File: config.mk
export PLATFORM = sky130hd
export DESIGN_NAME = event_transfer_controller
export DESIGN_NICKNAME = d
export VERILOG_FILES = /design/src/ettc_pkg.sv /design/src/event_transfer_controller.sv
export SDC_FILE = /design/constraint.sdc
export NUM_CORES = 1
export LEC_CHECK = 0
export BUFFER_PORTS_ARGS = -buffer_cell sky130_fd_sc_hd__buf_4
export CAP_MARGIN = 10
export CORE_MARGIN = 2
export CORE_UTILIZATION = 35
export CTS_CLUSTER_DIAMETER = 120
export CTS_CLUSTER_SIZE = 30
export DETAILED_ROUTE_END_ITERATION = 16
export GPL_TIMING_DRIVEN = 0
export SKIP_LAST_GASP = 1
export SLEW_MARGIN = 0
export SYNTH_ARGS = -nofsm -noshare
export SYNTH_HDL_FRONTEND = slang
export SYNTH_SLANG_ARGS = --single-unit
export TNS_END_PERCENT = 1
File: constraint.sdc
create_clock -name pclk -period 6.9 [get_ports pclk]
set_clock_uncertainty 0.15 [all_clocks]
set_input_delay 0 -clock pclk [delete_from_list [all_inputs] [get_ports pclk]]
set_output_delay 0 -clock pclk [all_outputs]
set_load 0.03 [all_outputs]
File: src/ettc_pkg.sv
// Shared constants for the event triggered transfer engine.
// Assumes a 32-bit APB register bus and a 32-bit on-chip main bus.
package ettc_pkg;

    // Register byte offsets on the APB.
    localparam logic [7:0] REG_CTRL = 8'h00;
    localparam logic [7:0] REG_VBASE = 8'h04;
    localparam logic [7:0] REG_STATUS = 8'h08;

    // Control register fields.
    localparam int CTRL_STOP_BIT = 0;
    localparam int CTRL_SHORT_BIT = 1;
    localparam int CTRL_RSKIP_BIT = 2;
    localparam logic [2:0] CTRL_RESET = 3'h1;

    // Status register fields.
    localparam int STAT_BUSY_BIT = 0;
    localparam int STAT_CH_LSB = 8;
    localparam int STAT_PEND_LSB = 16;

    // Descriptor layout: four words, sixteen bytes per channel.
    localparam logic [31:0] DESC_BYTES = 32'h10;
    localparam logic [1:0] W_MODE = 2'h0;
    localparam logic [1:0] W_SAR = 2'h1;
    localparam logic [1:0] W_DAR = 2'h2;
    localparam logic [1:0] W_CNT = 2'h3;

    // Mode word fields.
    localparam int MD_MODE_LSB = 0;
    localparam int MD_SIZE_LSB = 2;
    localparam int MD_SMODE_LSB = 4;
    localparam int MD_DMODE_LSB = 6;
    localparam int MD_CHAIN_BIT = 8;
    localparam int MD_CHZERO_BIT = 9;
    localparam int MD_IRQ_UNIT_BIT = 10;
    localparam int MD_RPT_SRC_BIT = 11;
    localparam int MD_FWD_BIT = 12;
    localparam int MD_IRQ_DONE_BIT = 13;

    // Count word fields.
    localparam int CNT_TC_LSB = 0;
    localparam int CNT_CUR_LSB = 16;
    localparam int CNT_RLD_LSB = 24;

    localparam logic [1:0] MODE_NORMAL = 2'h0;
    localparam logic [1:0] MODE_REPEAT = 2'h1;
    localparam logic [1:0] MODE_BLOCK = 2'h2;

    localparam logic [1:0] SZ_BYTE = 2'h0;
    localparam logic [1:0] SZ_WORD = 2'h1;
    localparam logic [1:0] SZ_LONG = 2'h2;

    localparam logic [1:0] AM_FIXED = 2'h0;
    localparam logic [1:0] AM_INC = 2'h1;
    localparam logic [1:0] AM_DEC = 2'h2;

    localparam logic [8:0] RLD_FULL = 9'h100;
    localparam int SHORT_SIGN_BIT = 23;

    typedef enum logic [2:0] {
        ST_IDLE,
        ST_FETCH,
        ST_RDATA,
        ST_WDATA,
        ST_WBACK,
        ST_NEXT
    } state_e;

endpackage

File: src/event_transfer_controller.sv
// Event triggered transfer engine: one channel per trigger source, descriptors in memory.
// Assumes triggers and the main bus run on pclk; the main bus holds ack for one cycle.
//
// How it works
// - normal mode moves one unit per request
// - repeat mode reloads address after repeat size
// - repeat size at most 256 units
// - block mode moves whole block per request
// - unit is byte, word or longword
// - block size field gives 1 to 256
// - chaining runs further descriptors per request
// - chain on zero count or every time
// - short addresses sign extend to 16 MB
// - full addresses cover whole 4 GB
// - optionally forward request source to CPU
// - optional CPU interrupt after each unit
// - optional CPU interrupt when count done
// - event link after each unit or block
// - skip descriptor read on repeated transfer
// - skip write-back of fixed addresses
// - module stop keeps engine inactive
// - data on main bus, registers on APB
//
// The register addresses and register access over APB were decided locally.
`timescale 1ns/100ps

module event_transfer_controller
    import ettc_pkg::*;
#(
    parameter int NCH = 8
) (
    // Clock and reset
    input wire logic pclk,
    input wire logic presetn,
    // APB slave
    input wire logic psel,
    input wire logic penable,
    input wire logic pwrite,
    input wire logic [31:0] paddr,
    input wire logic [31:0] pwdata,
    input wire logic [3:0] pstrb,
    output logic [31:0] prdata,
    output logic pready,
    output logic pslverr,
    // Trigger requests from the interrupt controller
    input wire logic [NCH-1:0] trig_req,
    // Main bus master
    output logic mbus_req,
    output logic mbus_we,
    output logic [1:0] mbus_size,
    output logic [31:0] mbus_addr,
    output logic [31:0] mbus_wdata,
    input wire logic mbus_ack,
    input wire logic [31:0] mbus_rdata,
    // Event outputs
    output logic cpu_irq,
    output logic [7:0] cpu_irq_ch,
    output logic event_link,
    output logic busy
);

    localparam int CW = (NCH > 1) ? $clog2(NCH) : 1;

    state_e st_q;
    logic [2:0] ctrl_q;
    logic [31:0] vbase_q;
    logic [NCH-1:0] pend_q;
    logic [CW-1:0] ch_q;
    logic [CW-1:0] last_ch_q;
    logic desc_ok_q;
    logic chained_q;
    logic zero_q;
    logic [1:0] wi_q;
    logic [31:0] mode_q;
    logic [31:0] sar_q;
    logic [31:0] dar_q;
    logic [31:0] cnt_q;
    logic [31:0] daddr_q;
    logic [31:0] dbuf_q;
    logic [31:0] prdata_q;
    logic pready_q;
    logic pslverr_q;
    logic mreq_q;
    logic mwe_q;
    logic [1:0] msize_q;
    logic [31:0] maddr_q;
    logic [31:0] mwdata_q;
    logic irq_q;
    logic [7:0] irq_ch_q;
    logic elc_q;
    logic busy_q;

    // Lowest numbered pending channel wins.
    function automatic logic [CW-1:0] pick_lowest(input logic [NCH-1:0] v);
        logic [CW-1:0] r;
        r = '0;
        for (int i = NCH - 1; i >= 0; i--) begin
            if (v[i]) begin
                r = CW'(i);
            end
        end
        return r;
    endfunction

    // Short mode folds the upper half of a 24-bit space to the top of memory.
    function automatic logic [31:0] eff_addr(input logic [31:0] a, input logic short_m);
        return short_m ? {{8{a[SHORT_SIGN_BIT]}}, a[23:0]} : a;
    endfunction

    // APB decode.
    wire apb_acc = psel & penable;
    wire apb_fire = apb_acc & pready_q;
    wire hit_ctrl = paddr[7:0] == REG_CTRL;
    wire hit_vbase = paddr[7:0] == REG_VBASE;
    wire hit_stat = paddr[7:0] == REG_STATUS;
    wire hit_any = (paddr[31:8] == 24'h000000) & (hit_ctrl | hit_vbase | hit_stat);
    wire [31:0] wmask = {{8{pstrb[3]}}, {8{pstrb[2]}}, {8{pstrb[1]}}, {8{pstrb[0]}}};
    wire wr_ctrl = apb_fire & pwrite & hit_any & hit_ctrl;
    wire wr_vbase = apb_fire & pwrite & hit_any & hit_vbase;
    wire [31:0] ctrl_wide = {29'h0, ctrl_q};
    wire [31:0] ctrl_new = (ctrl_wide & ~wmask) | (pwdata & wmask);
    wire [31:0] vbase_new = (vbase_q & ~wmask) | (pwdata & wmask);
    wire [31:0] stat_val;
    assign stat_val = ({{(32 - NCH){1'b0}}, pend_q} << STAT_PEND_LSB)
        | ({{(32 - CW){1'b0}}, ch_q} << STAT_CH_LSB)
        | ({31'h0, st_q != ST_IDLE} << STAT_BUSY_BIT);
    wire [31:0] rd_val = hit_ctrl ? ctrl_wide : hit_vbase ? vbase_q : stat_val;

    wire stop_m = ctrl_q[CTRL_STOP_BIT];
    wire short_m = ctrl_q[CTRL_SHORT_BIT];
    wire rskip_m = ctrl_q[CTRL_RSKIP_BIT];

    // Descriptor fields.
    wire [1:0] md_mode = mode_q[MD_MODE_LSB +: 2];
    wire [1:0] md_size = mode_q[MD_SIZE_LSB +: 2];
    wire [1:0] md_smode = mode_q[MD_SMODE_LSB +: 2];
    wire [1:0] md_dmode = mode_q[MD_DMODE_LSB +: 2];
    wire [15:0] tc = cnt_q[CNT_TC_LSB +: 16];
    wire [7:0] cur = cnt_q[CNT_CUR_LSB +: 8];
    wire [7:0] rld = cnt_q[CNT_RLD_LSB +: 8];

    // Unit stride and the way back to the start of a repeat or block area.
    wire [31:0] stride = (md_size == SZ_LONG) ? 32'h4 : (md_size == SZ_WORD) ? 32'h2 : 32'h1;
    wire [1:0] sh = (md_size == SZ_LONG) ? 2'h2 : (md_size == SZ_WORD) ? 2'h1 : 2'h0;
    wire [8:0] rld_n = (rld == 8'h00) ? RLD_FULL : {1'b0, rld};
    wire [31:0] back = {23'h0, rld_n - 9'h1} << sh;
    wire [31:0] sar_step = (md_smode == AM_INC) ? sar_q + stride
        : (md_smode == AM_DEC) ? sar_q - stride : sar_q;
    wire [31:0] dar_step = (md_dmode == AM_INC) ? dar_q + stride
        : (md_dmode == AM_DEC) ? dar_q - stride : dar_q;
    wire [31:0] sar_home = (md_smode == AM_INC) ? sar_q - back
        : (md_smode == AM_DEC) ? sar_q + back : sar_q;
    wire [31:0] dar_home = (md_dmode == AM_INC) ? dar_q - back
        : (md_dmode == AM_DEC) ? dar_q + back : dar_q;

    // Effect of one finished unit on the descriptor.
    wire is_rpt = md_mode == MODE_REPEAT;
    wire is_blk = md_mode == MODE_BLOCK;
    wire wrap = (is_rpt | is_blk) & (cur == 8'h01);
    wire rpt_src = mode_q[MD_RPT_SRC_BIT];
    // Normal mode leaves the repeat and block counter untouched.
    wire [7:0] cur_nxt = wrap ? rld : (is_rpt | is_blk) ? cur - 8'h01 : cur;
    wire [15:0] tc_nxt = (is_rpt | (is_blk & ~wrap)) ? tc : tc - 16'h0001;
    wire [31:0] sar_nxt = (wrap & rpt_src) ? sar_home : sar_step;
    wire [31:0] dar_nxt = (wrap & ~rpt_src) ? dar_home : dar_step;
    wire blk_end = ~is_blk | wrap;
    wire zero_nxt = is_rpt ? wrap : (blk_end & (tc_nxt == 16'h0000));
    wire [31:0] cnt_nxt = {rld, cur_nxt, tc_nxt};

    // Fixed addresses are not written back.
    wire wb_skip = ((wi_q == W_SAR) & (md_smode == AM_FIXED))
        | ((wi_q == W_DAR) & (md_dmode == AM_FIXED));
    wire [31:0] wb_data = (wi_q == W_SAR) ? sar_q : (wi_q == W_DAR) ? dar_q : cnt_q;
    wire [31:0] word_addr = daddr_q + {28'h0, wi_q, 2'h0};

    wire [CW-1:0] pick = pick_lowest(pend_q);
    wire start = (st_q == ST_IDLE) & ~stop_m & (|pend_q);
    wire skip_rd = rskip_m & desc_ok_q & (pick == last_ch_q);
    wire [31:0] slot_addr = vbase_q + ({{(32 - CW){1'b0}}, pick} << 4);
    wire chain_go = mode_q[MD_CHAIN_BIT] & (~mode_q[MD_CHZERO_BIT] | zero_q);
    wire unit_done = (st_q == ST_WDATA) & mreq_q & mbus_ack;
    wire end_irq = (st_q == ST_NEXT)
        & (mode_q[MD_FWD_BIT] | (mode_q[MD_IRQ_DONE_BIT] & zero_q));

    // Pending request per channel; a new request beats the clear of a start.
    genvar g;
    generate
        for (g = 0; g < NCH; g++) begin : g_pend
            always_ff @(posedge pclk or negedge presetn) begin
                if (!presetn) begin
                    pend_q[g] <= 1'b0;
                end else begin
                    pend_q[g] <= trig_req[g] | (pend_q[g] & ~(start & (pick == CW'(g))));
                end
            end
        end
    endgenerate

    // APB register file.
    always_ff @(posedge pclk or negedge presetn) begin
        if (!presetn) begin
            ctrl_q <= CTRL_RESET;
            vbase_q <= 32'h0;
            pready_q <= 1'b0;
            prdata_q <= 32'h0;
            pslverr_q <= 1'b0;
        end else begin
            pready_q <= apb_acc & ~pready_q;
            // The error flag stands only in the cycle in which pready does.
            pslverr_q <= apb_acc & ~pready_q & ~hit_any;
            if (apb_acc & ~pready_q) begin
                prdata_q <= (hit_any & ~pwrite) ? rd_val : 32'h0;
            end
            if (wr_ctrl) begin
                ctrl_q <= ctrl_new[2:0];
            end
            if (wr_vbase) begin
                vbase_q <= vbase_new;
            end
        end
    end

    // Transfer sequencer.
    always_ff @(posedge pclk or negedge presetn) begin
        if (!presetn) begin
            st_q <= ST_IDLE;
            ch_q <= '0;
            last_ch_q <= '0;
            desc_ok_q <= 1'b0;
            chained_q <= 1'b0;
            zero_q <= 1'b0;
            wi_q <= 2'h0;
            mode_q <= 32'h0;
            sar_q <= 32'h0;
            dar_q <= 32'h0;
            cnt_q <= 32'h0;
            daddr_q <= 32'h0;
            dbuf_q <= 32'h0;
            mreq_q <= 1'b0;
            mwe_q <= 1'b0;
            msize_q <= SZ_BYTE;
            maddr_q <= 32'h0;
            mwdata_q <= 32'h0;
            busy_q <= 1'b0;
        end else begin
            if (wr_vbase) begin
                desc_ok_q <= 1'b0;
            end
            unique case (st_q)
                ST_IDLE: begin
                    if (start) begin
                        ch_q <= pick;
                        busy_q <= 1'b1;
                        chained_q <= 1'b0;
                        daddr_q <= slot_addr;
                        wi_q <= W_MODE;
                        st_q <= skip_rd ? ST_RDATA : ST_FETCH;
                    end
                end
                ST_FETCH: begin
                    if (!mreq_q) begin
                        mreq_q <= 1'b1;
                        mwe_q <= 1'b0;
                        msize_q <= SZ_LONG;
                        maddr_q <= word_addr;
                    end else if (mbus_ack) begin
                        mreq_q <= 1'b0;
                        unique case (wi_q)
                            W_MODE: mode_q <= mbus_rdata;
                            W_SAR: sar_q <= mbus_rdata;
                            W_DAR: dar_q <= mbus_rdata;
                            W_CNT: cnt_q <= mbus_rdata;
                        endcase
                        wi_q <= wi_q + 2'h1;
                        if (wi_q == W_CNT) begin
                            st_q <= ST_RDATA;
                        end
                    end
                end
                ST_RDATA: begin
                    if (!mreq_q) begin
                        mreq_q <= 1'b1;
                        mwe_q <= 1'b0;
                        msize_q <= md_size;
                        maddr_q <= eff_addr(sar_q, short_m);
                    end else if (mbus_ack) begin
                        mreq_q <= 1'b0;
                        dbuf_q <= mbus_rdata;
                        st_q <= ST_WDATA;
                    end
                end
                ST_WDATA: begin
                    if (!mreq_q) begin
                        mreq_q <= 1'b1;
                        mwe_q <= 1'b1;
                        msize_q <= md_size;
                        maddr_q <= eff_addr(dar_q, short_m);
                        mwdata_q <= dbuf_q;
                    end else if (mbus_ack) begin
                        mreq_q <= 1'b0;
                        sar_q <= sar_nxt;
                        dar_q <= dar_nxt;
                        cnt_q <= cnt_nxt;
                        zero_q <= zero_nxt;
                        wi_q <= W_SAR;
                        st_q <= blk_end ? ST_WBACK : ST_RDATA;
                    end
                end
                ST_WBACK: begin
                    if (wb_skip) begin
                        wi_q <= wi_q + 2'h1;
                    end else if (!mreq_q) begin
                        mreq_q <= 1'b1;
                        mwe_q <= 1'b1;
                        msize_q <= SZ_LONG;
                        maddr_q <= word_addr;
                        mwdata_q <= wb_data;
                    end else if (mbus_ack) begin
                        mreq_q <= 1'b0;
                        wi_q <= wi_q + 2'h1;
                    end
                    if ((wb_skip | (mreq_q & mbus_ack)) & (wi_q == W_CNT)) begin
                        st_q <= ST_NEXT;
                    end
                end
                ST_NEXT: begin
                    wi_q <= W_MODE;
                    if (chain_go) begin
                        daddr_q <= daddr_q + DESC_BYTES;
                        chained_q <= 1'b1;
                        desc_ok_q <= 1'b0;
                        st_q <= ST_FETCH;
                    end else begin
                        // A base rewrite in this very cycle invalidates the held descriptor.
                        desc_ok_q <= ~chained_q & ~wr_vbase;
                        last_ch_q <= ch_q;
                        busy_q <= 1'b0;
                        st_q <= ST_IDLE;
                    end
                end
            endcase
        end
    end

    // CPU interrupt and event link pulses.
    always_ff @(posedge pclk or negedge presetn) begin
        if (!presetn) begin
            irq_q <= 1'b0;
            irq_ch_q <= 8'h00;
            elc_q <= 1'b0;
        end else begin
            irq_q <= (unit_done & mode_q[MD_IRQ_UNIT_BIT]) | end_irq;
            irq_ch_q <= 8'(ch_q);
            elc_q <= unit_done & blk_end;
        end
    end

    assign prdata = prdata_q;
    assign pready = pready_q;
    assign pslverr = pslverr_q;
    assign mbus_req = mreq_q;
    assign mbus_we = mwe_q;
    assign mbus_size = msize_q;
    assign mbus_addr = maddr_q;
    assign mbus_wdata = mwdata_q;
    assign cpu_irq = irq_q;
    assign cpu_irq_ch = irq_ch_q;
    assign event_link = elc_q;
    // Busy is a flop that follows the sequencer leaving and reaching idle.
    assign busy = busy_q;

endmodule

==> flow_summary.toml, run 1 <==
[cts]
cts.sinks = 339
cts_root_buf = "clkbuf_16"
htreeDepth = 1
insertion_delay_ps = 570
clockBufferDepth = 3
cts_made_buffers = 15
path_clk_slew_ps = 110
tritoncts = "done"

[timing]
setup_ws_ps = 284
period_share_pct = 95.9
rsz0062_at_grt = "yes"
hold_viol_final = 0
tightest_slew_ps = 1130
max_freq_ghz = 0.151
slew_viol_final = 0
setup_violations = 0
min_period_ps = 6620
slew_headroom_pct = 24.7
tns_ps = 0

[drt]
ant_nets = 0
routedWlPerCell_um = 22.5
first_iter_violations = 2048
drt-pass1-iter-count = 6
via_count = 21800
viasPerCell = 5.65
drt_wl_total_um = 86900
remaining_drc_errors = 0

[die]
dieArea_um2 = 65700
io_pins = 227
core-area_um2 = 63000
die_y_um = 256
die_w_um = 256
start_util_pct = 35.4
num_rows = 92

[global_route]
grt_use_total_pct = 25.8
first_global_vias = 21000
grt_max_degree = 117
grt_first_pass_wirelength_um = 131000
grt.overflow.total = 0
antenna_found_initial = 0

[setup_path]
rrSetupSlack_ps = 280
crit_type = "reg2reg"
arrival_ps = 6830
crit_path_end_kind = "flop"
reg2reg_depth = 29
worstReg2RegStart = "mode_q[2]"
rr_endpoint = "dar_q[28]"
crit_slowest_cell = "dfrtp_1"
cp.required_ps = 7120
crit_fanout = 10
cpPeakStageDelay_ps = 450
crit_path_start_kind = "flop"

[place]
place_inst = 3717
dp_slack_ps = -372
hpwl_um = 67100
gp_congestion = 0.992
port_buffers = 220

[yosys]
yosysTopAreaCellShare_pct = 38.0
synth_top_area_cell = "dfrtp_1"
synthFlopType = "dfrtp_1"
synthArstFlopShare_pct = 100
ys_seq_area_share_pct = 38.1
synth_seq_cells = 339
netlist_area_um2 = 22300
synth.distinct_cells = 93
synth_edf_count = 0
yosysWarnings = 0
syn_inst = 2642
synth_area_leaders = "dfrtp_1, o21ai_0, nand2_1"
syn-mean-instance-area_um2 = 8.43

[power]
p_leak_nw = 11.7
p_total_mw = 13.3
max-vdd-ir-drop_v = 0.000226
p_per_area_nw_per_um2 = 496

[worst_hold_path]
hold_class = "in2reg"
worst_hold_path.endpoint = "pend_q[0]"
worstHoldStart = "trig_req[0]"
min_path_cells = 3

[cells_and_area]
drive_gt1_share_pct = 13.6
multi_input_area_um2 = 13000
num-fill-cells = 6355
final-seq-area_um2 = 8490
area_delta_synth_final_pct = 20.6
fin_nets = 3213
fin_cells = 3859

[outcome]
status = "complete, no violations"

[flow_run]
drv_cap = 0
-- synth_stat cells, types with 5 or more instances --
library cell,n
dfrtp_1,338
nand2_1,338
o21ai_0,281
nor2_1,267
a21oi_1,237
clkbuf_1,138
mux2_2,94
ha_1,86
inv_1,67
xnor2_1,63
xor2_1,55
mux2i_1,52
nand3_1,47
nor3_1,47
a21o_1,35
a31oi_1,32
a22o_1,30
a22oi_1,30
nand2b_1,25
and3_1,23
nand4_1,23
or3_1,23
o21a_1,22
and2_1,19
nor2b_1,19
a211oi_1,18
o22ai_1,17
nor4_1,16
buf_1,14
o31a_1,14
o31ai_1,14
o211ai_1,11
a221oi_1,8
buf_2,7
o21bai_1,7
o32ai_1,7
buf_4,6
o21ai_1,6
a211o_1,5
-- report_power, final --
part | switching (mW) | leakage [nW] | internal (mW)
registers | 0.787 | 4.27 | 2.66
logic | 5.53 | 7.27 | 3.25
clock network | 0.696 | 0.204 | 0.409
total | 7.01 | 11.7 | 6.32
-- worst max-delay path, delay by kind of cell, from the launching register on --
kind / cells / cell delay, ps
AOI/OAI and AO/OA: 11 / 2370
xor gates and xnor gates: 2 / 490
adders and majority gates: 3 / 810
buffers and inverters: 6 / 1170
DFF: 1 / 450
and+or+nand+nor: 7 / 960
-- metrics by stage --
| step | instance area, um^2 | util (%) | hold slack [ps] |
|---|---|---|---|
| 5_1_grt | 26900 | 42.7 | 32.3 |
| 6_report | 26900 | 42.7 | 33.2 |
| 3_5_place_dp | 25100 | 39.9 | -297 |
| 4_1_cts | 26800 | 42.5 | 9.26 |
| 2_1_floorplan | 22300 | - | -446 |
| 3_3_place_gp | 25000 | 39.7 | 28.1 |
-- kinds of logic after synthesis --
| group | synth area share [%] |
|---|---|
| adders and majority gates | 5.38 |
| xor gates and xnor gates | 4.64 |
| muxes | 7.09 |
| buffers and inverters | 4.12 |
| AOI/OAI and AO/OA | 22.9 |
| and+or+nand+nor | 17.8 |
| DFF | 38.1 |
| other | 0.0337 |
-- layout make-up --
type                    count  area share, %
well taps                 846           3.94
flip-flops and latches    339           31.6
clock inverters             4          0.126
diodes                      2         0.0186
multi-input cells        2073           48.3
plain buffers             163           2.46
clock buffers              15           1.40
repair buffers            349           11.2
inverters                  68          0.950
-- placed cells by master (no fill, tap or decap), types with 30 or more instances in the layout --
master and n:
a21o_1 35, a21oi_1 237, a22o_1 30, a22oi_1 30
a31oi_1 31, buf_4 226, clkbuf_1 129, dfrtp_1 335
dlygate4sd3_1 123, ha_1 86, inv_1 66, mux2_2 94
mux2i_1 52, nand2_1 338, nand3_1 47, nor2_1 267
nor3_1 44, o21ai_0 280, xnor2_1 63, xor2_1 54
-- worst max-delay path by stage --
stage | slack [ps] | depth (start not counted) | to | start
floorplan | 1190 | 29 | dar_q[28] | mode_q[2]
global placement | -460 | 27 | dar_q[29] | mode_q[3]
detailed placement | -370 | 28 | dar_q[29] | mode_q[2]
CTS | 5 | 28 | dar_q[31] | mode_q[2]
global route | -80 | 29 | dar_q[28] | mode_q[2]
finish | 280 | 29 | dar_q[28] | mode_q[2]
-- metal layers --
layer,global-route usage (%),wire (um),up-vias,share of wire [%]
met5,0,0,-,0
met4,12.1,4810,0,5.5
met3,4.75,7380,206,8.5
met2,43.2,40600,971,47
met1,32.1,34200,10500,39
li1,-,-,10100,-
-- what timing repair did --
action | in CTS | in global routing
pin swaps | 0 | 2
hold endpoints to repair | 541 | 0
resized for setup | 5 | 27
hold buffers | 123 | 0
endpoints found under the setup margin | 16 | 26
setup buffers | 0 | 1
No activity file was read; power rests on OpenSTA's default activity.
==> run 2: changes to the inputs <==
--- a/config.mk
+++ b/config.mk
@@ -8,4 +8,6 @@
 export BUFFER_PORTS_ARGS = -buffer_cell sky130_fd_sc_hd__buf_4
 export CAP_MARGIN = 10
+export CELL_PAD_IN_SITES_DETAIL_PLACEMENT = 1
+export CELL_PAD_IN_SITES_GLOBAL_PLACEMENT = 1
 export CORE_MARGIN = 2
 export CORE_UTILIZATION = 35
@@ -14,4 +16,5 @@
 export DETAILED_ROUTE_END_ITERATION = 16
 export GPL_TIMING_DRIVEN = 0
+export PLACE_DENSITY_LB_ADDON = 0.1
 export SKIP_LAST_GASP = 1
 export SLEW_MARGIN = 0
==> constraint.sdc (replaced) <==
create_clock -name pclk -period 6.9 [get_ports pclk]
set_clock_uncertainty 0.15 [all_clocks]
set_input_delay 0.345 -clock pclk [delete_from_list [all_inputs] [get_ports pclk]]
set_output_delay 0.345 -clock pclk [all_outputs]
set_load 0.03 [all_outputs]
==> flow_summary.toml, run 2 (synthesis gave the netlist of run 1 again) <==
[die]
num_rows = 92
die_w_um = 256
dieArea_um2 = 65700
io_pins = 227
core-area_um2 = 63000
start_util_pct = 35.4
die_y_um = 256

[flow_run]
drv_cap = 0

[setup_path]
crit_fanout = 10
crit_slowest_cell = "or4_1"
cp_top_family = "compound AO/OA/AOI/OAI gates"
crit_path_start_kind = "flop"
cp.required_ps = 7140
cpPeakStageDelay_ps = 510
arrival_ps = 6790
crit_type = "reg2reg"
crit_path_end_kind = "flop"
path_buf_inv = 6
crit_top_cell = "clkbuf_4"

[timing]
rsz0062_at_grt = "no"
period_share_pct = 94.9
slew_headroom_pct = 11.5
setup_violations = 0
hold_viol_final = 0
tightest_slew_ps = 1320
min_period_ps = 6550
max_freq_ghz = 0.153
slew_viol_final = 0
setup_ws_ps = 352
tns_ps = 0

[cells_and_area]
drive_gt1_share_pct = 14.6
num-fill-cells = 7454
fin_nets = 3172
final_cell_mix = "nand2_1, dfrtp_1, o21ai_0, nor2_1, buf_4"
diodes = 0
area_delta_synth_final_pct = 19.3
final_common_cell = "nand2_1"

[power]
max-vdd-ir-drop_v = 0.000184
p_per_area_nw_per_um2 = 525
p_leak_nw = 11.6

[place]
dp_slack_ps = -657
gp_congestion = 0.940
hpwl_um = 77500
port_buffers = 220

[cts]
cts_made_buffers = 16
htreeDepth = 1
tritoncts = "done"
cts.sinks = 339
path_clk_slew_ps = 120
clockBufferDepth = 3
cts_root_buf = "clkbuf_16"
insertion_delay_ps = 570

[drt]
via_count = 21900
drt_wl_total_um = 98400
routedWlPerCell_um = 25.7
first_iter_violations = 1445
viasPerCell = 5.72
drt-pass1-iter-count = 5
remaining_drc_errors = 0
ant_nets = 0

[global_route]
grt_use_total_pct = 29.5
first_global_vias = 22800
grt_first_pass_wirelength_um = 148000
grt.overflow.total = 0
grt-busiest-layer = "met2"
grt_use_met3_pct = 3.58
grt_max_degree = 107
antenna_found_initial = 5
grt_use_met2_pct = 51.3
grt.met1_usage_pct = 37.9

[outcome]
status = "complete, no violations"

[worst_hold_path]
hold_class = "in2reg"
run 2: what timing repair did:
action | CTS | global route
endpoints found under the hold margin | 167 | 0
setup endpoints to repair | 31 | 22
pin swaps | 0 | 5
setup buffers | 0 | 9
resized for setup | 13 | 39
hold buffers | 74 | 0
run 2: path summary, 6_finish.rpt:
kind                           start  slack (ps)       endpoint  cells after the start
setup reg to reg           mode_q[2]         350      dar_q[29]                     28
min in group asynchronous    presetn         160        pslverr                      2
hold / removal              paddr[3]          20      prdata[1]                      4
max in group asynchronous    presetn        4990      cnt_q[25]                      4
hold reg to reg              ch_q[1]         310  cpu_irq_ch[1]                      0
setup / recovery           mode_q[2]         350      dar_q[29]                     28
run 2: cell type report:
type	count	area (um^2)	share of cell area (%)
clock buffers	20	437	1.64
flip-flops and latches	339	8490	31.9
well taps	846	1060	3.98
inverters	68	255	0.960
multi-input cells	2073	13100	49.1
clock inverters	6	61.3	0.231
plain buffers	162	666	2.50
repair buffers	308	2560	9.65
run 2: worst min-delay path, delay by kind of cell:
family	cells	cell delay, ps
buffers and inverters	1	100
AND/OR/NAND/NOR	2	180
AO/OA/AOI/OAI	1	80
run 2: routing by layer:
metal  wire length, um  vias to the layer above
met3              5030                      147
met5                27                        -
met1             41900                    11100
met2             47900                      578
met4              3530                        4
li1                  -                    10000
run 2: per-stage QoR:
| step | hold WS, ps | cells | power, mW | instance area (um^2) | util [%] |
|---|---|---|---|---|---|
| 2_1_floorplan | -101 | 2646 | 9.12 | 22300 | - |
| 3_3_place_gp | 281 | 3712 | 12.1 | 25000 | 39.7 |
| 3_5_place_dp | 189 | 3717 | 12.3 | 25100 | 39.9 |
| 4_1_cts | 6.75 | 3815 | 13.7 | 26400 | 41.9 |
| 5_1_grt | 52.3 | 3822 | 14.9 | 26600 | 42.2 |
| 6_report | 23.9 | 3822 | 14.0 | 26600 | 42.2 |
run 2: where the power goes:
group | total [mW] | internal [mW] | switching [mW]
Combinational | 9.22 | 3.34 | 5.87
Sequential | 3.52 | 2.66 | 0.856
Clock | 1.22 | 0.476 | 0.746
Total | 14.0 | 6.48 | 7.48
